`config.mk`:
```
export PLATFORM = sky130hd
export DESIGN_NAME = eprom_programmer
export DESIGN_NICKNAME = d
export VERILOG_FILES = /design/src/rtl/eprom_prog_pkg.sv /design/src/rtl/eprom_programmer.sv
export SDC_FILE = /design/constraint.sdc
export NUM_CORES = 1
export LEC_CHECK = 0
export BUFFER_PORTS_ARGS = -buffer_cell sky130_fd_sc_hd__buf_2
export CAP_MARGIN = 10
export CORE_ASPECT_RATIO = 0.5
export CORE_MARGIN = 4
export CORE_UTILIZATION = 45
export CTS_BUF_LIST = sky130_fd_sc_hd__clkbuf_8
export DETAILED_ROUTE_END_ITERATION = 16
export GPL_TIMING_DRIVEN = 0
export PLACE_DENSITY_LB_ADDON = 0.08
export SETUP_SLACK_MARGIN = 0.4
export SLEW_MARGIN = 20
export SYNTH_ARGS = -nofsm -noshare
export SYNTH_HDL_FRONTEND = slang
export SYNTH_SLANG_ARGS = --single-unit
```
`constraint.sdc`:
```
create_clock -name ref_clk -period 7.69 [get_ports ref_clk]
set_input_delay 1.538 -clock ref_clk [delete_from_list [all_inputs] [get_ports ref_clk]]
set_output_delay 1.538 -clock ref_clk [all_outputs]
set_load 0.01 [all_outputs]
```
`src/rtl/eprom_prog_pkg.sv`:
```
package eprom_prog_pkg;

	// ***************************************************
	// timing
	// ***************************************************
	localparam int CLK_NS = 10;
	localparam int T_PW_US = 100;
	localparam int T_PW_MIN_US = 95;
	localparam int T_PW_MAX_US = 105;
	localparam int T_LONG_US = 1000;
	localparam int T_SETUP_US = 2;
	localparam int T_ACC_NS = 300;
	localparam int PW_CYC = T_PW_US * 1000 / CLK_NS;
	localparam int PW_MIN_CYC = (T_PW_MIN_US * 1000 + CLK_NS - 1) / CLK_NS;
	localparam int PW_MAX_CYC = T_PW_MAX_US * 1000 / CLK_NS;
	localparam int LONG_CYC = T_LONG_US * 1000 / CLK_NS;
	localparam int SETUP_CYC = (T_SETUP_US * 1000 + CLK_NS - 1) / CLK_NS;
	localparam int ACC_CYC = (T_ACC_NS + CLK_NS - 1) / CLK_NS;
	localparam int OVP_FACTOR = 3;
	localparam int MAX_SHORT_PULSES = 10;
	localparam int MAX_LONG_PULSES = 25;

	// ***************************************************
	// commands, flows, states
	// ***************************************************
	localparam logic [1:0] OP_READ = 2'h0;
	localparam logic [1:0] OP_PROG = 2'h1;
	localparam logic [1:0] OP_VERIFY = 2'h2;
	localparam logic [1:0] OP_IDENT = 2'h3;
	localparam logic [1:0] ALG_EXPRESS = 2'h0;
	localparam logic [1:0] ALG_RAPID = 2'h1;
	localparam logic [1:0] ALG_FAST = 2'h2;

	typedef enum logic [2:0] {
		S_IDLE, S_SETUP, S_PULSE, S_HOLD, S_TURN, S_VERIFY, S_READ, S_DONE
	} st_e;

	typedef struct packed {
		st_e st;
		logic [1:0] op;
		logic [1:0] algo;
		logic ovp;
		logic [4:0] pulses;
		logic [31:0] timer;
		logic [15:0] addr;
		logic [7:0] wdata;
		logic [7:0] rdata;
		logic fail;
		logic done;
		logic ce_n;
		logic oe_n;
		logic oe_vh;
		logic vcc_prog;
		logic id_vh;
		logic dq_oe;
	} state_s;

endpackage

```
`src/rtl/eprom_programmer.sv`:
```
// Overview of operation
// - program needs supply raised, output-gate at high level, chip select low
// - short-pulse flows give at most ten 100 us pulses, stop when verified
// - address and byte stand stable, then a chip select low pulse programs
// - each short-pulse-flow programming pulse lasts 95 to 105 us
// - verify: raised supply, chip select and output-gate low, device drives byte
// - identity: identity pin at high level, chip select and output-gate low
// - short-pulse flows verify after every pulse at the raised supply
// - long-pulse flow: up to 25 1 ms pulses then threefold overprogram pulse
// - narrow-pulse flow uses 100 us pulses and no overprogram pulse
module eprom_programmer
	import eprom_prog_pkg::*;
#(
	parameter int PULSE_CYC = PW_CYC,
	parameter int LONG_PULSE_CYC = LONG_CYC,
	parameter int MAX_SHORT = MAX_SHORT_PULSES,
	parameter int MAX_LONG = MAX_LONG_PULSES
) (
	input wire logic ref_clk,
	input wire logic rstn,
	input wire logic cmd_valid,
	output logic cmd_ready,
	input wire logic [1:0] cmd_op,
	input wire logic [1:0] cmd_algo,
	input wire logic [15:0] cmd_addr,
	input wire logic [7:0] cmd_data,
	output logic rsp_valid,
	output logic [7:0] rsp_data,
	output logic rsp_fail,
	output logic [4:0] rsp_pulses,
	output logic [15:0] address_pins,
	output logic [7:0] data_pins_o,
	output logic data_pins_oe,
	input wire logic [7:0] data_pins_i,
	output logic ce_n,
	output logic oe_n,
	output logic oe_prog_high,
	output logic vcc_prog,
	output logic identity_enable_pin_high
);

	// ***************************************************
	// helpers
	// ***************************************************
	function automatic logic [4:0] max_pulses(input logic [1:0] algo);
		max_pulses = (algo == ALG_FAST) ? 5'(MAX_LONG) : 5'(MAX_SHORT);
	endfunction

	function automatic logic [31:0] pulse_len(input logic [1:0] algo);
		pulse_len = (algo == ALG_FAST) ? 32'(LONG_PULSE_CYC - 1) : 32'(PULSE_CYC - 1);
	endfunction

	// ***************************************************
	// state
	// ***************************************************
	state_s s_ff;
	state_s nxt_s;

	always_comb begin
		nxt_s = s_ff;
		nxt_s.done = 1'b0;
		if (s_ff.timer != 32'h0) begin
			nxt_s.timer = s_ff.timer - 32'h1;
		end
		case (s_ff.st)
			S_IDLE: begin
				if (cmd_valid) begin
					nxt_s.op = cmd_op;
					nxt_s.algo = cmd_algo;
					nxt_s.addr = cmd_addr;
					nxt_s.wdata = cmd_data;
					nxt_s.pulses = 5'h0;
					nxt_s.ovp = 1'b0;
					nxt_s.fail = 1'b0;
					if (cmd_op == OP_PROG) begin
						// address, byte and supplies settle before chip select drops
						nxt_s.vcc_prog = 1'b1;
						nxt_s.oe_vh = 1'b1;
						nxt_s.dq_oe = 1'b1;
						nxt_s.timer = 32'(SETUP_CYC - 1);
						nxt_s.st = S_SETUP;
					end else begin
						// read, verify or identity: both strobes low
						nxt_s.vcc_prog = (cmd_op == OP_VERIFY);
						nxt_s.id_vh = (cmd_op == OP_IDENT);
						nxt_s.ce_n = 1'b0;
						nxt_s.oe_n = 1'b0;
						nxt_s.timer = 32'(ACC_CYC - 1);
						nxt_s.st = S_READ;
					end
				end
			end
			S_SETUP: begin
				if (!s_ff.oe_vh) begin
					// chip select is already back high: raise the gate level a cycle later
					nxt_s.oe_vh = 1'b1;
					nxt_s.dq_oe = 1'b1;
					nxt_s.timer = 32'(SETUP_CYC - 1);
				end else if (s_ff.timer == 32'h0) begin
					nxt_s.ce_n = 1'b0;
					if (s_ff.ovp) begin
						// threefold the time spent on pulses so far
						nxt_s.timer = 32'(OVP_FACTOR * 32'(s_ff.pulses) * LONG_PULSE_CYC - 1);
					end else begin
						nxt_s.timer = pulse_len(s_ff.algo);
					end
					nxt_s.st = S_PULSE;
				end
			end
			S_PULSE: begin
				if (s_ff.timer == 32'h0) begin
					nxt_s.ce_n = 1'b1;
					if (!s_ff.ovp) begin
						nxt_s.pulses = s_ff.pulses + 5'h1;
					end
					nxt_s.timer = 32'(SETUP_CYC - 1);
					nxt_s.st = S_HOLD;
				end
			end
			S_HOLD: begin
				if (s_ff.timer == 32'h0) begin
					// data released, programming level removed before gating out
					nxt_s.dq_oe = 1'b0;
					nxt_s.oe_vh = 1'b0;
					nxt_s.timer = 32'(SETUP_CYC - 1);
					nxt_s.st = s_ff.ovp ? S_DONE : S_TURN;
				end
			end
			S_TURN: begin
				if (s_ff.timer == 32'h0) begin
					nxt_s.ce_n = 1'b0;
					nxt_s.oe_n = 1'b0;
					nxt_s.timer = 32'(ACC_CYC - 1);
					nxt_s.st = S_VERIFY;
				end
			end
			S_VERIFY: begin
				if (s_ff.timer == 32'h0) begin
					nxt_s.rdata = data_pins_i;
					nxt_s.ce_n = 1'b1;
					nxt_s.oe_n = 1'b1;
					if (data_pins_i == s_ff.wdata) begin
						if (s_ff.algo == ALG_FAST) begin
							nxt_s.ovp = 1'b1;
							nxt_s.timer = 32'(SETUP_CYC - 1);
							nxt_s.st = S_SETUP;
						end else begin
							nxt_s.st = S_DONE;
						end
					end else if (s_ff.pulses < max_pulses(s_ff.algo)) begin
						nxt_s.timer = 32'(SETUP_CYC - 1);
						nxt_s.st = S_SETUP;
					end else begin
						nxt_s.fail = 1'b1;
						nxt_s.st = S_DONE;
					end
				end
			end
			S_READ: begin
				if (s_ff.timer == 32'h0) begin
					nxt_s.rdata = data_pins_i;
					nxt_s.fail = (s_ff.op == OP_VERIFY) && (data_pins_i != s_ff.wdata);
					nxt_s.ce_n = 1'b1;
					nxt_s.oe_n = 1'b1;
					nxt_s.st = S_DONE;
				end
			end
			S_DONE: begin
				// back to standby at normal supply
				nxt_s.vcc_prog = 1'b0;
				nxt_s.oe_vh = 1'b0;
				nxt_s.id_vh = 1'b0;
				nxt_s.ce_n = 1'b1;
				nxt_s.oe_n = 1'b1;
				nxt_s.dq_oe = 1'b0;
				nxt_s.done = 1'b1;
				nxt_s.st = S_IDLE;
			end
			default: begin
				nxt_s.st = S_IDLE;
			end
		endcase
	end

	always_ff @(posedge ref_clk or negedge rstn) begin
		if (!rstn) begin
			s_ff <= '{st: S_IDLE, op: 2'h0, algo: 2'h0, ovp: 1'b0, pulses: 5'h0,
				timer: 32'h0, addr: 16'h0, wdata: 8'hFF, rdata: 8'h0, fail: 1'b0,
				done: 1'b0, ce_n: 1'b1, oe_n: 1'b1, oe_vh: 1'b0, vcc_prog: 1'b0,
				id_vh: 1'b0, dq_oe: 1'b0};
		end else begin
			s_ff <= nxt_s;
		end
	end

	// ***************************************************
	// outputs
	// ***************************************************
	assign cmd_ready = (s_ff.st == S_IDLE);
	assign rsp_valid = s_ff.done;
	assign rsp_data = s_ff.rdata;
	assign rsp_fail = s_ff.fail;
	assign rsp_pulses = s_ff.pulses;
	assign address_pins = s_ff.addr;
	assign data_pins_o = s_ff.wdata;
	assign data_pins_oe = s_ff.dq_oe;
	assign ce_n = s_ff.ce_n;
	assign oe_n = s_ff.oe_n;
	assign oe_prog_high = s_ff.oe_vh;
	assign vcc_prog = s_ff.vcc_prog;
	assign identity_enable_pin_high = s_ff.id_vh;

	// ***************************************************
	// checks
	// ***************************************************
	localparam int VFY_BOUND = 500;
	logic [31:0] low_cnt_ff;

	always_ff @(posedge ref_clk or negedge rstn) begin
		if (!rstn) begin
			low_cnt_ff <= 32'h0;
		end else begin
			low_cnt_ff <= ce_n ? 32'h0 : low_cnt_ff + 32'h1;
		end
	end
endmodule

```
# [Yosys cells after proc, flatten, opt, wreduce, memory -nomap -nowiden]
# Cells that the tools add are included.
[word_totals] reg_bits=85 in_bits=39 out_inout_bits=46 elab_cells=138
[op_classes] addsub=3 n_mul=2 n_lt_le_gt_ge=1 eq_ne=31 muxes=59 n_reduce_logical=25
[op_table] cell="$mux W32" count=10
[op_table] cell="$pmux W32 S6" count=1
[op_table] cell="$mux W69" count=1
[op_table] cell="$mux W37" count=1
[op_table] cell="$mux W3" count=11
[op_table] cell="$logic_not A32 Y1" count=1
[op_table] cell="$reduce_bool A32 Y1" count=1
[op_table] cell="$sub A32 B1 Y32 const B" count=1
[op_table] cell="$ne A2 B2 Y1 const B" count=15
[op_table] cell="$sub A24 B1 Y25 const B" count=1
[op_table] cell="$pmux W3 S8" count=1
[op_table] cell="$mul A7 B12 Y19 const B" count=1
[op_table] cell="$mux W9" count=2
[op_table] cell="$mux W17" count=1
[op_table] cell="$pmux W8 S2" count=1
[op_table] cell="$reduce_and A8 Y1" count=2
[op_table] cell="$reduce_and A5 Y1" count=3
[op_table] cell="$mux W1" count=14
[op_table] cell="$eq A3 B3 Y1 const B" count=4
[op_table] cell="$pmux W1 S4" count=3
[op_table] cell="$mux W5" count=2
[op_table] cell="$pmux W5 S2" count=1
[op_table] cell="$eq A2 B2 Y1 const B" count=4
[op_table] cell="$eq A8 B8 Y1" count=1
[op_table] cell="other kinds (26)" count=38

# [Depth between registers and ports, before layout]
[logic_depth] word_depth=7 mapped_depth=25

# [Least setup slack after synthesis]
# OpenSTA, ideal clock, no wires.
[synth_path] path_type="register to register" startpoint="register s_ff (netlist bit rsp_pulses[0])" endpoint="register s_ff[65] (netlist bit)" setup_ns=0.132 arrival_time_ns=5.300 required_time_ns=7.558 path_slack_ns=2.258 path_stages_with_launch=26 path_buffers=1 path_cell_list="dfrtp_1 -> ha_1 -> inv_1 -> fa_1 -> inv_1 -> a21oi_1 -> nor2_1 -> nor2_1 -> xnor2_1 -> inv_1 -> ha_1 -> ha_1 -> ha_1 -> inv_1 -> fa_1 -> inv_1 -> ha_1 -> clkbuf_1 -> a21oi_1 -> o221ai_1 -> a21oi_1 -> nor4b_1 -> a2111oi_0 -> nor3_1 -> nand2_1 -> o21ai_0"
[synth_lines] item="from (decl)" line_no="eprom_programmer.sv:56" rtl="state_s s_ff;"
[synth_lines] item="from (signal assigned)" line_no="eprom_programmer.sv:187" rtl="s_ff <= '{st: S_IDLE, op: 2'h0, algo: 2'h0, ovp: 1'b0, pulses: 5'h0,"
[synth_lines] item="from (signal assigned)" line_no="eprom_programmer.sv:192" rtl="s_ff <= nxt_s;"

==> summary.md <==
| Metric | Value |
|---|---|
| Synthesis Warnings | 0 |
| Leading area contributor after synthesis | dfrtp_1 |
| Peak VDD IR | 75.0 uV |
| Post-synth EDFFs | 0 |
| MaxCap Viol Count | 0 |
| Fin Setup TNS | 0 ps |
| IO Pins | 85 |
| H-tree depth | 3 |
| Register area | 0.00214 sq mm |
| Pin count of the biggest net entering global routing | 45 |
| Post-layout util | 53.0% |
| Post-synthesis register bit count | 85 |
| Syn_nets | 929 |
| Worst R2R Path Depth | 25 |
| Clock transition at path regs | 90 ps |
| Port bufs | 84 |
| Antenna violations before repair | 0 |
| CTS buffer count | 9 |
| Worst hold path type | flop to flop |
| Nets | 1025 |
| DIE HEIGHT | 95.4 um |
| Via count | 6129 |
| Crit-path max FO | 12 |
| Power Density | 134 mW/mm^2 |
| Post-layout minimum cycle time | 6660 ps |
| WHS | 475 ps |
| Area Growth Syn to Fin | 13.4% |
| Final Hold Viols | 0 |
| Post-synth top area share | 27.3% |
| Clock tree root driver cell | clkbuf_8 |
| DR WL/cell | 16.1 um |
| RR Endpoint | s_ff[71] |
| Synth area leaders | dfrtp_1 (27%), ha_1 (12%), nand2_1 (7.4%) |
| Asr flop ratio synth | 100% |
| Buffer depth of the longest clock path | 2 |
| Core Area | 0.0147 sq mm |
| Clk sinks | 85 |
| Max-slew violation count | 0 |
| CP Launch Type | flop |
| Synth cell count leaders | nand2_1 (136), dfrtp_1 (75), ha_1 (64) |
| Iteration-0 DRC count of the detailed router | 382 |
| Multi-input gate area | 0.00418 sq mm |
| Worst Skew | 13.5 ps |
| Worst setup margin | 1030 ps |
| FMAX | 0.150 GHz |
| N_diodes | 0 |
| Netlist cell types | 63 |
| Die Width | 183 um |
| Skew-Pair Late Insertion Delay | 360 ps |
| Terminating pin of the worst hold path | data_pins_o[4] |
| Die ar. | 0.0174 sq mm |
| Via-per-instance ratio | 5.48 |
| Routed Antenna Nets | 0 |
| Postcts setup bufs | 0 |
| Initial DRT Pass Iterations | 5 |
| Post-Syn Area | 0.00688 sq mm |
| RSZ-0062 raised after global routing | no |
| Worst hold path depth | 2 |
| Fin crit share | 86.6% |
| Residual DRC | 0 |
| Top FF cell, synth | dfrtp_1 |
| Syn_area_per_cell | 8.39 sq um |
| Static Leakage | 3.59 nW |
| Fill cells | 1466 |
| Vias in the first global route | 5814 |
| Total track usage | 20.7% |
| CP Class | flop to flop |
| First-pass GRT wire length | 29.5 mm |
| Gp weighted congestion | 0.880 |
| FP Rows | 31 |
| Total gr overflow | 0 |
| Post-DP HPWL | 13.8 mm |
| Reg2Reg Launch Point | rsp_pulses[0] |
| Hold Crit Start | data_pins_o[4] |
| Worst Tran Pin Value | 1050 ps |
| WL final | 18.0 mm |
| Worst EP arrival | 6890 ps |
| Setup-failing EPs final | 0 |
| Post-synthesis sequential area ratio | 31.1% |
| Mapped Cells | 819 |
| Slew margin rel. | 29.4% |
| Status | complete, no violations |
| Required @ worst endpoint | 7910 ps |
| Reg2reg setup slack | 1030 ps |
| Layout cells sized above 1 | 18.4% |
| Top-count cell post-synth | nand2_1 |
| Starting Density | 46.8% |
| Worst setup slack after placement | 843 ps |
| Setup crit end kind | flop |
| CTS tree | yes |
-- how the worst max path moves through the flow --
stage | to | from | cells past startpoint | slack, ps
finish | s_ff[71] | rsp_pulses[0] | 25 | 1030
global route | s_ff[69] | rsp_pulses[0] | 25 | 450
CTS | s_ff[71] | rsp_pulses[0] | 25 | 830
detailed placement | s_ff[71] | rsp_pulses[0] | 25 | 840
global placement | s_ff[71] | rsp_pulses[0] | 25 | 1080
floorplan | s_ff[65] | rsp_pulses[0] | 25 | 2260
-- layout by cell type, fill, tap and decap left out, types with 15 or more instances in the layout --
master	n
o21ai_0	36
nand3_1	16
clkbuf_1	26
xor2_1	30
a21oi_1	52
buf_4	38
nand2_1	136
nor4_1	15
o22ai_1	20
nor3_1	25
xnor2_1	36
ha_1	64
buf_2	84
dfrtp_1	75
nor2_1	55
inv_1	30
-- report_power, final --
group | total [mW] | internal, mW | switching (mW)
clock | 0.356 | 0.185 | 0.172
combinational | 0.226 | 0.0944 | 0.131
sequential | 0.464 | 0.458 | 0.00613
-- metrics by stage --
stage | area, sq um | std cells | total power [mW]
3_3_place_gp | 7540 | 1101 | 0.694
2_1_floorplan | 6880 | 819 | 0.628
5_1_grt | 7800 | 1118 | 1.11
3_5_place_dp | 7570 | 1102 | 0.697
6_report | 7800 | 1118 | 1.05
4_1_cts | 7790 | 1118 | 1.06
-- final cells by class --
| cell class | instances | share of cell area, % |
|---|---|---|
| buffer | 73 | 5.60 |
| clock inverter | 7 | 1.25 |
| timing repair buffer | 85 | 5.78 |
| sequential | 85 | 27.4 |
| multi-input combinational | 630 | 53.7 |
| clock buffer | 9 | 1.59 |
| inverter | 31 | 1.49 |
| tap | 198 | 3.18 |
-- state kept, by name, summed over array words and instances, names as in the netlist --
name                      cells
rsp_valid                     1
rsp_data                      8
oe_n                          1
vcc_prog                      1
s_ff                         40
oe_prog_high                  1
rsp_fail                      1
ce_n                          1
address_pins                 16
data_pins_oe                  1
data_pins_o                   8
identity_enable_pin_high      1
rsp_pulses                    5
-- per-layer routing --
layer | GRT usage (%) | share of wire (%)
met1 | 30.1 | 51
met5 | 0 | 0
met3 | 3.66 | 6.3
met2 | 32.6 | 42
met4 | 4.21 | 1.0
-- cells by family (layout without fill, tap and decap cells) --
group / Yosys count / in the layout / share of synthesized area [%]
mux: 13 / 13 / 2.06
fa+ha+maj: 71 / 71 / 13.7
compound gates: 181 / 181 / 16.6
flops: 85 / 85 / 31.1
buf+inv: 104 / 205 / 8.04
simple gates: 299 / 299 / 20.1
xor+xnor: 66 / 66 / 8.41
-- what timing repair did --
action,CTS,global route
hold buffers,0,0
resized for setup,0,1
setup endpoints to repair,0,8
-- worst max-delay path, cell delays in order, from the launching register on --
cell	delay [ps]
dfrtp_1	720
ha_1	320
inv_1	80
fa_1	410
inv_1	70
a21oi_1	70
nor2_1	90
nor2_1	50
xnor2_1	530
inv_1	100
ha_1	240
ha_1	300
ha_1	280
inv_1	50
fa_1	490
inv_1	40
ha_1	270
clkbuf_1	210
a21oi_1	330
o221ai_1	210
a21oi_1	340
nor4b_1	110
a2111oi_1	680
nor3_1	110
nand2_1	280
o21ai_0	130
(Power assumes the default switching activity.)
